--- config.mk ---
export PLATFORM = sky130hd
export DESIGN_NAME = rsq_ramp_seq
export DESIGN_NICKNAME = d
export VERILOG_FILES = /design/src/logic/rsq_pkg.sv /design/src/logic/rsq_ramp_seq.sv /design/src/logic/rsq_tick.sv /design/src/logic/rsq_pwm.sv
export VERILOG_INCLUDE_DIRS = /design/src /design/src/logic
export SDC_FILE = /design/constraint.sdc
export NUM_CORES = 1
export LEC_CHECK = 0
export BUFFER_PORTS_ARGS = -buffer_cell sky130_fd_sc_hd__buf_2
export CAP_MARGIN = 20
export CORE_ASPECT_RATIO = 0.6
export CORE_MARGIN = 2
export CORE_UTILIZATION = 35
export CTS_CLUSTER_DIAMETER = 100
export DETAILED_ROUTE_END_ITERATION = 6
export SETUP_SLACK_MARGIN = 0.1
export SLEW_MARGIN = 30
export SYNTH_ARGS = -nofsm -noshare
export SYNTH_HDL_FRONTEND = slang
export SYNTH_HIERARCHICAL = 1
export SYNTH_SLANG_ARGS = --single-unit
--- constraint.sdc ---
create_clock -name clk_i -period 10.2 [get_ports clk_i]
set_clock_uncertainty 0.15 [all_clocks]
set_input_delay 2.04 -clock clk_i [delete_from_list [all_inputs] [get_ports clk_i]]
set_output_delay 2.04 -clock clk_i [all_outputs]
set_load 0.02 [all_outputs]
--- src/logic/rsq_consts.svh ---
`ifndef RSQ_CONSTS_SVH
`define RSQ_CONSTS_SVH
// ==========================================================================
// register word addresses
`define RSQ_A_CTRL      8'h00
`define RSQ_A_RAMP_CFG  8'h01
`define RSQ_A_THR1      8'h02
`define RSQ_A_THR2      8'h03
`define RSQ_A_HYS1      8'h04
`define RSQ_A_HYS2      8'h05
`define RSQ_A_GRAD      8'h06
`define RSQ_A_HOLD1     8'h07
`define RSQ_A_HOLD2     8'h08
`define RSQ_A_OUT_FUNC  8'h09
`define RSQ_A_EMERG     8'h0A
`define RSQ_A_MAN_LEVEL 8'h0B
`define RSQ_A_PERIOD    8'h0C
`define RSQ_A_STATUS    8'h0D
`define RSQ_A_TIMER     8'h0E
// ==========================================================================
// field positions
`define RSQ_CTRL_START  0
`define RSQ_CTRL_STOP   1
`define RSQ_CFG_MODE_LO 0
`define RSQ_CFG_BTN_LO  2
`define RSQ_CFG_BINARY_LO 4
// ==========================================================================
// field codes
`define RSQ_MODE_OFF    2'h0
`define RSQ_MODE_MAN    2'h1
`define RSQ_MODE_AUTO   2'h2
`define RSQ_IN_NONE     2'h0
`define RSQ_IN_START    2'h1
`define RSQ_IN_MANUAL   2'h2
`define RSQ_FN_OFF      4'h0
`define RSQ_FN_CONTROL  4'h1
`define RSQ_FN_MANUAL   4'h2
`define RSQ_FN_END_ON   4'h3
`define RSQ_FN_END_OFF  4'h4
`define RSQ_FN_LATE     4'h5
// ==========================================================================
// reset values and limits
`define RSQ_RST_WORD    16'h0000
`define RSQ_RST_PERIOD  7'h0A
`define RSQ_HOLD_INF    16'hFFFF
`define RSQ_PCT_FULL    7'h64
// ==========================================================================
// timing: output update period in seconds, clock in hertz
`define RSQ_UPDATE_S    1
`define RSQ_CLK_HZ      40000000
`define RSQ_SEC_CYCLES  (`RSQ_CLK_HZ * `RSQ_UPDATE_S)
`endif

--- src/logic/rsq_pkg.sv ---
package rsq_pkg;
  // ========================================================================
  // register port request
  typedef struct packed {
    logic [7:0]  addr;
    logic [15:0] wdata;
    logic        we;
    logic        re;
  } rsq_bus_t;

  // ========================================================================
  // program stages, one-hot
  typedef enum logic [5:0] {
    RSQ_IDLE = 6'h01,
    RSQ_ST1  = 6'h02,
    RSQ_ST2  = 6'h04,
    RSQ_ST3  = 6'h08,
    RSQ_ST4  = 6'h10,
    RSQ_END  = 6'h20
  } rsq_stage_t;
endpackage

--- src/logic/rsq_ramp_seq.sv ---
`timescale 1ns/1ps
`include "rsq_consts.svh"
// Function
// a ramp mode setting lets a four-stage program drive the main output.
// start by command when enabled; in auto also at power-up, button, binary input.
// stage 1 moves the target toward threshold one at the gradient per second.
// stage 2 holds threshold one with band one; infinite hold value stays.
// stage 3 drives the main output fully on until threshold two is reached.
// stage 4 holds threshold two with band two; infinite hold value stays.
// after stage 4 the end state keeps the main output off.
// after-end-on auxiliary output is off while running, on after the end.
// after-end-off auxiliary output is on while running, off after the end.
// late-stage auxiliary output is on only in stages 3 and 4.
// a running program blocks autotuning start and PID parameter adjustment.
// manual mode sets output level 0 to 100 percent, independent of measurement.
// manual mode is selectable per output, the analogue output included.
// button or binary input, when configured, enter unconditional manual mode.
// emergency manual setting forces an output manual on sensor error.
// switched manual outputs pulse with duty equal to level, configured period.
// level 0 holds the output off, level 100 holds it on.
// manual level changes from up/down keys, quick menu or configuration writes.
// latched autotuning error clears only with up and down pressed together.
// the remote host uses the configured slave address and baud rate; no such interface here, only the bus_i register port.
// every output is recomputed and updated once per second; here only sw_out_o and ana_level_o, status flags update every clock.
// hold timer starts on first entry to the band, advances on expiry.
module rsq_ramp_seq #(
  parameter int unsigned SEC_CYCLES = `RSQ_SEC_CYCLES
) (
  input  wire logic              clk_i,
  input  wire logic              resetn_i,
  input  wire rsq_pkg::rsq_bus_t bus_i,
  output logic [15:0]            rdata_o,
  input  wire logic [15:0]       pv_i,
  input  wire logic              sensor_err_i,
  input  wire logic              tune_err_i,
  input  wire logic              func_btn_i,
  input  wire logic              binary_control_input_i,
  input  wire logic              key_up_i,
  input  wire logic              key_down_i,
  output logic [2:0]             sw_out_o,
  output logic [6:0]             ana_level_o,
  output logic                   tune_block_o,
  output logic                   pid_adj_block_o,
  output logic                   forced_manual_o,
  output logic                   tune_err_o,
  output rsq_pkg::rsq_stage_t    stage_o
);
  import rsq_pkg::*;

  // ========================================================================
  // configuration registers
  logic [15:0] ramp_cfg;
  logic [15:0] thr1;
  logic [15:0] thr2;
  logic [15:0] hys1;
  logic [15:0] hys2;
  logic [15:0] grad;
  logic [15:0] hold1;
  logic [15:0] hold2;
  logic [15:0] out_func;
  logic [3:0]  emerg;
  logic [6:0]  man_level;
  logic [6:0]  period;

  logic        wr_cfg;
  assign wr_cfg = bus_i.we;

  // plain configuration storage, written by software
  always_ff @(posedge clk_i or negedge resetn_i) begin
    if (!resetn_i) begin
      ramp_cfg <= `RSQ_RST_WORD;
      thr1     <= `RSQ_RST_WORD;
      thr2     <= `RSQ_RST_WORD;
      hys1     <= `RSQ_RST_WORD;
      hys2     <= `RSQ_RST_WORD;
      grad     <= `RSQ_RST_WORD;
      hold1    <= `RSQ_RST_WORD;
      hold2    <= `RSQ_RST_WORD;
      out_func <= `RSQ_RST_WORD;
      emerg    <= 4'h0;
      period   <= `RSQ_RST_PERIOD;
    end else if (wr_cfg) begin
      unique case (bus_i.addr)
        `RSQ_A_RAMP_CFG: ramp_cfg <= bus_i.wdata;
        `RSQ_A_THR1:     thr1     <= bus_i.wdata;
        `RSQ_A_THR2:     thr2     <= bus_i.wdata;
        `RSQ_A_HYS1:     hys1     <= bus_i.wdata;
        `RSQ_A_HYS2:     hys2     <= bus_i.wdata;
        `RSQ_A_GRAD:     grad     <= bus_i.wdata;
        `RSQ_A_HOLD1:    hold1    <= bus_i.wdata;
        `RSQ_A_HOLD2:    hold2    <= bus_i.wdata;
        `RSQ_A_OUT_FUNC: out_func <= bus_i.wdata;
        `RSQ_A_EMERG:    emerg    <= bus_i.wdata[3:0];
        `RSQ_A_PERIOD:   period   <= bus_i.wdata[6:0];
        default: ;
      endcase
    end
  end

  logic [1:0] ramp_mode;
  logic [1:0] btn_cfg;
  logic [1:0] binary_cfg;
  assign ramp_mode  = ramp_cfg[`RSQ_CFG_MODE_LO +: 2];
  assign btn_cfg    = ramp_cfg[`RSQ_CFG_BTN_LO +: 2];
  assign binary_cfg = ramp_cfg[`RSQ_CFG_BINARY_LO +: 2];

  // ========================================================================
  // pin synchronisers: button, binary input, up, down
  logic [3:0] pin_s1;
  logic [3:0] pin_s2;
  logic [3:0] pin_d;
  always_ff @(posedge clk_i or negedge resetn_i) begin
    if (!resetn_i) begin
      pin_s1 <= 4'h0;
      pin_s2 <= 4'h0;
      pin_d  <= 4'h0;
    end else begin
      pin_s1 <= {key_down_i, key_up_i, binary_control_input_i, func_btn_i};
      pin_s2 <= pin_s1;
      pin_d  <= pin_s2;
    end
  end

  logic [3:0] pin_rise;
  logic       both_keys;
  assign pin_rise  = pin_s2 & ~pin_d;
  // the pair counts only on the edge that completes it, so a held pair acts once
  assign both_keys = pin_s2[2] & pin_s2[3] & (pin_rise[2] | pin_rise[3]);

  // ========================================================================
  // one-second update tick
  logic tick;
  rsq_tick #(
    .CYCLES (SEC_CYCLES)
  ) u_tick (
    .clk_i    (clk_i),
    .resetn_i (resetn_i),
    .tick_o   (tick)
  );

  // ========================================================================
  // start and stop requests, held until the next tick; set wins over clear
  logic boot_pend;
  logic start_ev;
  logic stop_ev;
  logic start_req;
  logic stop_req;

  assign start_ev = (bus_i.we && bus_i.addr == `RSQ_A_CTRL && bus_i.wdata[`RSQ_CTRL_START]
                     && ramp_mode != `RSQ_MODE_OFF)
                  | ((ramp_mode == `RSQ_MODE_AUTO)
                     & ((tick & boot_pend)
                        | (pin_rise[0] & (btn_cfg == `RSQ_IN_START))
                        | (pin_rise[1] & (binary_cfg == `RSQ_IN_START))));
  assign stop_ev  = bus_i.we && bus_i.addr == `RSQ_A_CTRL && bus_i.wdata[`RSQ_CTRL_STOP];

  always_ff @(posedge clk_i or negedge resetn_i) begin
    if (!resetn_i) begin
      boot_pend <= 1'b1;
      start_req <= 1'b0;
      stop_req  <= 1'b0;
    end else begin
      if (tick) begin
        boot_pend <= 1'b0;
      end
      // an event on the tick edge survives to the following tick instead of being lost
      start_req <= (start_req & ~tick) | start_ev;
      stop_req  <= (stop_req & ~tick) | stop_ev;
    end
  end

  // ========================================================================
  // hysteresis helper: on at or below target minus band, off at target
  function automatic logic hyst_on(input logic [15:0] pv, input logic [15:0] tgt,
                                   input logic [15:0] h, input logic cur);
    logic signed [16:0] lo;
    lo = $signed({tgt[15], tgt}) - $signed({1'b0, h});
    if ($signed({pv[15], pv}) <= lo) begin
      return 1'b1;
    end else if ($signed(pv) >= $signed(tgt)) begin
      return 1'b0;
    end else begin
      return cur;
    end
  endfunction

  function automatic logic in_band(input logic [15:0] pv, input logic [15:0] tgt,
                                   input logic [15:0] h);
    logic signed [17:0] d;
    d = $signed({{2{pv[15]}}, pv}) - $signed({{2{tgt[15]}}, tgt});
    return (d <= $signed({2'b00, h})) && (d >= -$signed({2'b00, h}));
  endfunction

  // ========================================================================
  // program sequencer, advanced on the tick only
  rsq_stage_t         stage;
  logic [15:0]        sp;
  logic [15:0]        hold_tmr;
  logic               band_seen;
  logic               ramp_out;
  logic signed [16:0] sp_up;
  logic signed [16:0] sp_dn;
  logic               band1;
  logic               band2;

  assign sp_up = $signed({sp[15], sp}) + $signed({1'b0, grad});
  assign sp_dn = $signed({sp[15], sp}) - $signed({1'b0, grad});
  assign band1 = in_band(pv_i, thr1, hys1);
  assign band2 = in_band(pv_i, thr2, hys2);

  always_ff @(posedge clk_i or negedge resetn_i) begin
    if (!resetn_i) begin
      stage     <= RSQ_IDLE;
      sp        <= `RSQ_RST_WORD;
      hold_tmr  <= `RSQ_RST_WORD;
      band_seen <= 1'b0;
    end else if (tick) begin
      if (stop_req || ramp_mode == `RSQ_MODE_OFF) begin
        stage <= RSQ_IDLE;
      end else begin
        unique case (stage)
          RSQ_IDLE, RSQ_END: begin
            if (start_req) begin
              stage     <= RSQ_ST1;
              sp        <= pv_i;
              hold_tmr  <= `RSQ_RST_WORD;
              band_seen <= 1'b0;
            end
          end
          RSQ_ST1: begin
            // zero gradient means no rate limit
            if (grad == `RSQ_RST_WORD || sp == thr1) begin
              sp    <= thr1;
              stage <= RSQ_ST2;
            end else if ($signed(sp) < $signed(thr1)) begin
              sp <= (sp_up >= $signed({thr1[15], thr1})) ? thr1 : sp_up[15:0];
            end else begin
              sp <= (sp_dn <= $signed({thr1[15], thr1})) ? thr1 : sp_dn[15:0];
            end
          end
          RSQ_ST2: begin
            if (band_seen || band1) begin
              band_seen <= 1'b1;
              hold_tmr  <= hold_tmr + 16'h0001;
              if (hold1 != `RSQ_HOLD_INF && hold_tmr + 16'h0001 >= hold1) begin
                stage     <= RSQ_ST3;
                hold_tmr  <= `RSQ_RST_WORD;
                band_seen <= 1'b0;
              end
            end
          end
          RSQ_ST3: begin
            if ($signed(pv_i) >= $signed(thr2)) begin
              stage <= RSQ_ST4;
            end
          end
          RSQ_ST4: begin
            if (band_seen || band2) begin
              band_seen <= 1'b1;
              hold_tmr  <= hold_tmr + 16'h0001;
              if (hold2 != `RSQ_HOLD_INF && hold_tmr + 16'h0001 >= hold2) begin
                stage     <= RSQ_END;
                hold_tmr  <= `RSQ_RST_WORD;
                band_seen <= 1'b0;
              end
            end
          end
        endcase
      end
    end
  end

  // main control value for the current stage
  always_ff @(posedge clk_i or negedge resetn_i) begin
    if (!resetn_i) begin
      ramp_out <= 1'b0;
    end else if (tick) begin
      unique case (stage)
        RSQ_ST1:  ramp_out <= hyst_on(pv_i, sp, hys1, ramp_out);
        RSQ_ST2:  ramp_out <= hyst_on(pv_i, thr1, hys1, ramp_out);
        RSQ_ST3:  ramp_out <= 1'b1;
        RSQ_ST4:  ramp_out <= hyst_on(pv_i, thr2, hys2, ramp_out);
        RSQ_END:  ramp_out <= 1'b0;
        RSQ_IDLE: ramp_out <= 1'b0;
      endcase
    end
  end

  logic active;
  assign active = (stage == RSQ_ST1) | (stage == RSQ_ST2) | (stage == RSQ_ST3) | (stage == RSQ_ST4);

  // ========================================================================
  // manual level: register writes and front keys, keys act only while output 1 is manual
  logic [3:0] man_eff;
  always_ff @(posedge clk_i or negedge resetn_i) begin
    if (!resetn_i) begin
      man_level <= 7'h00;
    end else if (bus_i.we && bus_i.addr == `RSQ_A_MAN_LEVEL) begin
      man_level <= (bus_i.wdata > 16'(`RSQ_PCT_FULL)) ? `RSQ_PCT_FULL : bus_i.wdata[6:0];
    end else if (man_eff[0] && !pin_s2[3] && pin_rise[2] && man_level < `RSQ_PCT_FULL) begin
      man_level <= man_level + 7'h01;
    end else if (man_eff[0] && !pin_s2[2] && pin_rise[3] && man_level != 7'h00) begin
      man_level <= man_level - 7'h01;
    end
  end

  // unconditional manual: button toggles, binary input holds while asserted
  logic btn_man;
  always_ff @(posedge clk_i or negedge resetn_i) begin
    if (!resetn_i) begin
      btn_man <= 1'b0;
    end else if (btn_cfg != `RSQ_IN_MANUAL) begin
      btn_man <= 1'b0;
    end else if (pin_rise[0]) begin
      btn_man <= ~btn_man;
    end
  end

  logic forced;
  assign forced = btn_man | (pin_s2[1] & (binary_cfg == `RSQ_IN_MANUAL));

  // per-output manual decision
  always_comb begin
    for (int i = 0; i < 4; i++) begin
      man_eff[i] = (out_func[4*i +: 4] == `RSQ_FN_MANUAL) | forced | (emerg[i] & sensor_err_i);
    end
  end

  // ========================================================================
  // switched outputs: pulse trains and program-tied functions
  logic [2:0] pwm_on;
  logic [2:0] next_sw;
  genvar g;
  generate
    for (g = 0; g < 3; g++) begin : g_pwm
      rsq_pwm u_pwm (
        .clk_i    (clk_i),
        .resetn_i (resetn_i),
        .tick_i   (tick),
        .level_i  (man_level),
        .period_i (period),
        .on_o     (pwm_on[g])
      );
    end
  endgenerate

  always_comb begin
    for (int i = 0; i < 3; i++) begin
      unique case (out_func[4*i +: 4])
        `RSQ_FN_CONTROL: next_sw[i] = ramp_out;
        `RSQ_FN_END_ON:  next_sw[i] = (stage == RSQ_END);
        `RSQ_FN_END_OFF: next_sw[i] = active;
        `RSQ_FN_LATE:    next_sw[i] = (stage == RSQ_ST3) | (stage == RSQ_ST4);
        default:         next_sw[i] = 1'b0;
      endcase
      if (man_eff[i]) begin
        next_sw[i] = pwm_on[i];
      end
    end
  end

  // outputs move only on the tick
  always_ff @(posedge clk_i or negedge resetn_i) begin
    if (!resetn_i) begin
      sw_out_o    <= 3'h0;
      ana_level_o <= 7'h00;
    end else if (tick) begin
      sw_out_o <= next_sw;
      if (man_eff[3]) begin
        ana_level_o <= man_level;
      end else if (out_func[15:12] == `RSQ_FN_CONTROL) begin
        ana_level_o <= ramp_out ? `RSQ_PCT_FULL : 7'h00;
      end else begin
        ana_level_o <= 7'h00;
      end
    end
  end

  // ========================================================================
  // status flags; a new tuning error beats the key clear
  always_ff @(posedge clk_i or negedge resetn_i) begin
    if (!resetn_i) begin
      tune_err_o      <= 1'b0;
      tune_block_o    <= 1'b0;
      pid_adj_block_o <= 1'b0;
      forced_manual_o <= 1'b0;
      stage_o         <= RSQ_IDLE;
    end else begin
      tune_err_o      <= tune_err_i | (tune_err_o & ~both_keys);
      tune_block_o    <= active;
      pid_adj_block_o <= active;
      forced_manual_o <= forced;
      stage_o         <= stage;
    end
  end

  // ========================================================================
  // register read port, data in the following cycle only
  always_ff @(posedge clk_i or negedge resetn_i) begin
    if (!resetn_i) begin
      rdata_o <= 16'h0000;
    end else if (!bus_i.re) begin
      rdata_o <= 16'h0000;
    end else begin
      unique case (bus_i.addr)
        `RSQ_A_RAMP_CFG:  rdata_o <= ramp_cfg;
        `RSQ_A_THR1:      rdata_o <= thr1;
        `RSQ_A_THR2:      rdata_o <= thr2;
        `RSQ_A_HYS1:      rdata_o <= hys1;
        `RSQ_A_HYS2:      rdata_o <= hys2;
        `RSQ_A_GRAD:      rdata_o <= grad;
        `RSQ_A_HOLD1:     rdata_o <= hold1;
        `RSQ_A_HOLD2:     rdata_o <= hold2;
        `RSQ_A_OUT_FUNC:  rdata_o <= out_func;
        `RSQ_A_EMERG:     rdata_o <= {12'h000, emerg};
        `RSQ_A_MAN_LEVEL: rdata_o <= {9'h000, man_level};
        `RSQ_A_PERIOD:    rdata_o <= {9'h000, period};
        `RSQ_A_STATUS:    rdata_o <= {4'h0, sw_out_o, tune_err_o, forced, sensor_err_i, stage};
        `RSQ_A_TIMER:     rdata_o <= hold_tmr;
        default:          rdata_o <= 16'h0000;
      endcase
    end
  end
endmodule

--- src/logic/rsq_tick.sv ---
`timescale 1ns/1ps
// ==========================================================================
// periodic one-cycle tick
module rsq_tick #(
  parameter int unsigned CYCLES = 40
) (
  input  wire logic clk_i,
  input  wire logic resetn_i,
  output logic      tick_o
);
  localparam int unsigned W = (CYCLES > 1) ? $clog2(CYCLES) : 1;
  logic [W-1:0] cnt;

  // free-running divider
  always_ff @(posedge clk_i or negedge resetn_i) begin
    if (!resetn_i) begin
      cnt    <= '0;
      tick_o <= 1'b0;
    end else begin
      tick_o <= (cnt == W'(CYCLES - 1));
      cnt    <= (cnt == W'(CYCLES - 1)) ? '0 : cnt + 1'b1;
    end
  end
endmodule

--- src/logic/rsq_pwm.sv ---
`timescale 1ns/1ps
`include "rsq_consts.svh"
// ==========================================================================
// slow pulse train stepped once per tick, period in ticks
module rsq_pwm (
  input  wire logic       clk_i,
  input  wire logic       resetn_i,
  input  wire logic       tick_i,
  input  wire logic [6:0] level_i,
  input  wire logic [6:0] period_i,
  output logic            on_o
);
  logic [6:0]  cnt;
  logic [6:0]  per;
  logic [13:0] pos;
  logic [13:0] lim;

  // a zero period would give no on-time at any level, so treat it as one tick
  assign per = (period_i == 7'h00) ? 7'h01 : period_i;
  assign pos = 14'(cnt) * 14'(`RSQ_PCT_FULL);
  assign lim = 14'(level_i) * 14'(per);
  assign on_o = (pos < lim);

  // position within the period
  always_ff @(posedge clk_i or negedge resetn_i) begin
    if (!resetn_i) begin
      cnt <= 7'h00;
    end else if (tick_i) begin
      cnt <= (cnt + 7'h01 >= per) ? 7'h00 : cnt + 7'h01;
    end
  end
endmodule

== Yosys cells after proc, flatten, opt, wreduce, memory -nomap -nowiden ==
Cells that the tools add are included.
Storage, ports and cells
  bits in registers: 301
  output and inout port bits: 36
  word-level logic and storage cells: 281
Cells by class
  $add $sub $neg: 16
  multiply operators: 4
  $lt $le $gt $ge: 23
  equality and inequality tests: 59
  mux-type cells: 56
  bitwise operators: 40
  reduce and logical (&&, ||, !) cells: 47
Operators with widths (number)
  case mux 16 bit (14 select lines): 1
  two-way mux 16 bit: 11
  >= comparator 16 bit: 5
  two-way mux 7 bit: 11
  subtractor 16 x 17 -> 17 bit: 4
  equality test 8 x 4 -> 1 bit (second input constant): 7
  less-or-equal comparator 16 x 17 -> 1 bit: 3
  two-way mux 6 bit: 8
  case mux 16 bit (3 select lines): 1
  < comparator 14 bit: 3
  >= comparator 17 x 18 -> 1 bit: 2
  multiplier 7 x 5 -> 12 bit (second input constant): 3
  negation 16 -> 18 bit: 2
  less-or-equal comparator 17 bit: 2
  subtractor 16 x 16 -> 17 bit: 2
  equality test 8 x 3 -> 1 bit (second input constant): 4
  inequality test 16 bit (second input constant): 2
  case mux 16 bit (2 select lines): 1
  case mux 6 bit (5 select lines): 1
  adder 7 x 1 -> 7 bit (second input constant): 4
  equality test 4 x 2 -> 1 bit (second input constant): 7
  inequality test 3 bit (second input constant): 9
  adder 26 x 1 -> 26 bit (second input constant): 1
  equality test 26 bit (second input constant): 1
  51 further kinds: 150

== Logic depth before layout (Yosys ltp) ==
  depth in word-level cells: 11
  gate-level depth with buffers: 23
  mapped depth without buffers: 22

== Cells and area by module ==
The synthesis kept the hierarchy.
By module, submodules not included
  rsq_ramp_seq: times used 1, cells each 2511, area each 22764.3 um^2, seq. area each 6337.3 um^2
  rsq_pwm (g_pwm[2].u_pwm): times used 1, cells each 336, area each 2957.8 um^2, seq. area each 175.2 um^2
  rsq_pwm (g_pwm[1].u_pwm): times used 1, cells each 335, area each 2949.1 um^2, seq. area each 175.2 um^2
  rsq_pwm (g_pwm[0].u_pwm): times used 1, cells each 334, area each 2912.8 um^2, seq. area each 175.2 um^2
  rsq_tick: times used 1, cells each 135, area each 1368.8 um^2, seq. area each 675.6 um^2

== Worst setup path before layout ==
Ideal clock, no wire load.
  path kind: in2reg
  start point: input port pv_i[0]
  end point: register stage[4]
  arrival: 6.170 ns
  slack: 3.758 ns
  cell stages on the path: 20
  cell sequence: inv_1 ha_1 fa_1 nor2b_1 o21ai_0 a21o_1 o21ai_0 a21o_1 a21oi_1 xnor2_1 ha_1 a2111oi_0 nand3_1 o211ai_1 a21oi_2 o31ai_4 o31ai_2 or4_1 buf_2 a32o_1
On the way
  longest elaborated chain between the ends: 6
  elaborated cells on any way between the ends: 15
  classes of those cells: 2 x add/sub; 5 x order compare; 3 x eq/ne; 5 x reduce/logical
Ends and longest elaborated chain
  start: declaration: line rsq_ramp_seq.sv:33  | input wire logic [15:0] pv_i,
  subtractor 16 x 16 -> 17 bit: line rsq_ramp_seq.sv:190  | d = $signed({{2{pv[15]}}, pv}) - $signed({{2{tgt[15]}}, tgt});
  >= comparator 17 x 18 -> 1 bit or less-or-equal comparator 17 bit (tied branches): line rsq_ramp_seq.sv:191  | return (d <= $signed({2'b00, h})) && (d >= -$signed({2'b00, h}));
  logical AND 1 bit: line rsq_ramp_seq.sv:191
  logical OR 1 bit, on equally long branches: line rsq_ramp_seq.sv:258, rsq_ramp_seq.sv:242
  inequality test 3 bit (no source line)
  AND reduction 8 bit (no source line) (*)
  end signal: assignment: line rsq_ramp_seq.sv:213  | stage <= RSQ_IDLE;
  end signal: assignment: line rsq_ramp_seq.sv:254  | stage <= RSQ_ST4;
  end signal: assignment: line rsq_ramp_seq.sv:262  | stage <= RSQ_END;
  end: declaration: line rsq_ramp_seq.sv:196  | rsq_stage_t stage;
Mark *: on every way between the ends. The rest lies on a longest branch, timed or not.
A chain may end at the register's enable or synchronous reset.

== Worst setup path in the final report ==
  start point: input port pv_i[0]
  end point: register stage[5]
The elaborated chain is that of the path after synthesis.

==> qor.txt <==
Ys flop type = dfrtp_1
Critical path fanouts, max = 6
Total of max-cap violations = 0
Layout cells sized above 1 = 0.112
# setup viols final = 0
TritonCTS clock tree = yes
Worst-Margin Slew = 1080 ps
Rows = 87
Wire per inst = 22.9 um
Layout net count = 4420
Total negative slack = 0 ps
Antenna-violating nets left = 0
Initial detailed-routing violation count = 2753
Final Cycle Share = 0.700
Die Wd = 400 um
Post-Layout Cell Count = 4992
Register bit total from synthesis = 301
Hold Path Class = flop to flop
Setup CP Type = primary input to flop
Top post-synthesis cells by area = dfrtp_1 22%, ha_1 22%, mux2_2 5.5%
Final-report hold violation count = 0
Overall die height = 242 um
Most frequent cells in the layout = 568 x ha_1, 365 x inv_1, 295 x dfrtp_1
H-tree depth = 1
DRT Wirelength = 114000 um
Top reg by flops = u_tick/cnt
Vias per cell = 5.69
DRC viols = 0
Clock tree buffer depth = 3
Minimum clock period = 7140 ps
Final Max Slew Viols = 0
Hold_ws = 166 ps
Peak Freq = 140 MHz
Max stage delay on crit path = 690 ps
Clock Tree Root = clkbuf_16
Global route overflow = 0
Buffers & Inverters on Critical Path = 2
Register area share after synthesis = 0.229
Layout fillers = 9470
Total I/O pin count = 86
Placed cell count = 4928
Flop pwr share = 0.308
Logic gate share of total power = 0.405
Yosys top cell by area = dfrtp_1
Peak VDD IR = 0.132 mV
Synth warn = 6
PwrDens = 120 nW/um^2
Clock network power share = 0.286
CP Data Arrival Time = 7510 ps
Leading registers by flop count = u_tick/cnt x26, g_pwm.u_pwm/cnt x21
Lkg Pwr = 17.0 nW
CTS Buf Count = 31
Setup WS post-layout = 3060 ps
Antenna violations before repair = 17
Asr flop ratio synth = 1.00
Area share of the largest cell type after synthesis = 0.225
Number of global-route vias before repair = 26.6k
Post-Syn Instances = 3651
Post-layout instance area = 36100 sq um
Outcome = complete, no violations
EDFF count, synth = 0
Post-CTS Hold Fix Bufs = 0
Clock Sinks = 301
Critical path launch point type = primary input
CP Cell Sequence = buf_2 > inv_1 > ha_1 > fa_1 > nor2b_1 > o21ai_0 > a21o_1 > o21ai_0 > a21o_1 > a21oi_1 > xnor2_1 > ha_1 > a2111oi_0 > nand3_1 > o211ai_1 > a21oi_2 > o31ai_4 > o31ai_2 > or4_1 > a32o_1
Avg Inst Size Synth = 9.03 sq um
Number of port buffers = 85
Relative slew slack = 0.278
Worst slack at placement = 2550 ps
Mapped Nets = 4355
Vias post-DR = 28.4k
Global-route wire length before repair = 172000 um
Hpwl dp = 90900 um
Power Total = 4.34 mW
Core Footprint = 93600 sq um
RSZ-0062 raised after global routing = false
Pint = 2.65 mW
Initial core utilization = 0.352
Critical Path End Type = flop
Most common cell after layout, fill and taps aside = ha_1
Post-CTS Setup Repair Bufs = 0
Largest net degree at the start of global routing = 131
Synth cell types = 102
Area Overhead vs Synth = 9.40%
Pre-antenna DRT Iters = 6
Max FFs per register = 26
Critical Path Slowest Stage Cell = a2111oi_0
CP top delay family = compound AO/OA/AOI/OAI gates
CP required = 10570 ps
Sw frac = 0.388
Clock latency on the worst-skew pair = 630 ps
Die Area = 96700 sq um
Final GP Congestion = 0.982
Worst-path clk slew = 80 ps
NetSw = 1.69 mW
GR Util All Layers = 0.233
CTS resizes = 0
Mapped Area = 33000 sq um
Placed cell areas = 34900 sq um
Util after Layout = 0.385
==> cells in the mapped netlist (all sizes together) (17+ instances only) <==
cell,instances
ha,568
inv,365
dfrtp,296
nand2,222
nor2,205
a21oi,203
mux2,161
xnor2,139
o21ai,131
nand3,101
and2,91
clkbuf,86
fa,86
xor2,81
nand4,71
nor3,65
a21o,58
nor2b,54
nor4,45
a31oi,44
and3,44
nand2b,40
a221oi,38
a22oi,31
o22ai,31
o31ai,30
a22o,27
o21a,26
nand3b,18
o211ai,18
a211oi,17
==> cells by family (layout without fill, tap and decap cells) <==
| group | count (synthesis) | count (layout) | share of synthesized area |
|---|---|---|---|
| compound gates | 814 | 814 | 0.169 |
| xor+xnor | 220 | 220 | 0.0585 |
| fa+ha+maj | 654 | 654 | 0.268 |
| buf+inv | 463 | 550 | 0.0536 |
| flops | 301 | 301 | 0.229 |
| mux | 174 | 174 | 0.0593 |
| other cells | 0 | 8 | 0 |
| simple gates | 1025 | 1025 | 0.163 |
==> routing by layer <==
layer,global-route usage,part of all wire
met1,0.355,0.48
met2,0.291,0.36
met3,0.105,0.13
met4,0.0457,0.021
met5,0.0144,0.0021
==> cell type report <==
| type | count | area, sq um | area share |
|---|---|---|---|
| Clock inverter | 15 | 219 | 0.00607 |
| Multi-Input combinational cell | 2887 | 23700 | 0.657 |
| Antenna cell | 8 | 20.0 | 0.000555 |
| Inverter | 365 | 1370 | 0.0380 |
| Timing Repair Buffer | 130 | 806 | 0.0224 |
| Sequential cell | 301 | 7540 | 0.209 |
| Tap cell | 1246 | 1560 | 0.0432 |
| Clock buffer | 40 | 840 | 0.0233 |
==> power groups by stage <==
stage	Combinational (mW)	Sequential, mW	Clock (mW)
floorplan	1.19	1.35	0
global placement	1.70	1.35	0
detailed placement	1.72	1.36	0
CTS	1.73	1.33	1.26
global route	1.97	1.34	1.31
finish	1.76	1.34	1.24
==> worst register-to-register path, delay by kind of cell (launching register included) <==
kind                       cells  cell delay [ps]
adders and majority gates      6             2730
AOI/OAI and AO/OA              7             1390
and+or+nand+nor                4             1060
DFF                            1              960
xor gates and xnor gates       1              190
buffers and inverters          3              150
==> final timing paths <==
check	depth (start not counted)	endpoint	slack [ps]	start
worst max-delay path	20	stage[5]$_DFFE_PN0P_	3060	pv_i[0]
worst min-delay path	0	pin_s2[3]$_DFF_PN0_	170	pin_s1[3]$_DFF_PN0_
worst max register to register	21	sw_out_o[2]$_DFFE_PN0P_	3470	period[3]$_DFFE_PN1P_
worst min register to register	0	pin_s2[3]$_DFF_PN0_	170	pin_s1[3]$_DFF_PN0_
max in group asynchronous	3	pin_s1[3]$_DFF_PN0_	7170	resetn_i
min in group asynchronous	1	thr2[13]$_DFFE_PN0P_	1160	resetn_i
No activity file was read; power rests on OpenSTA's default activity.
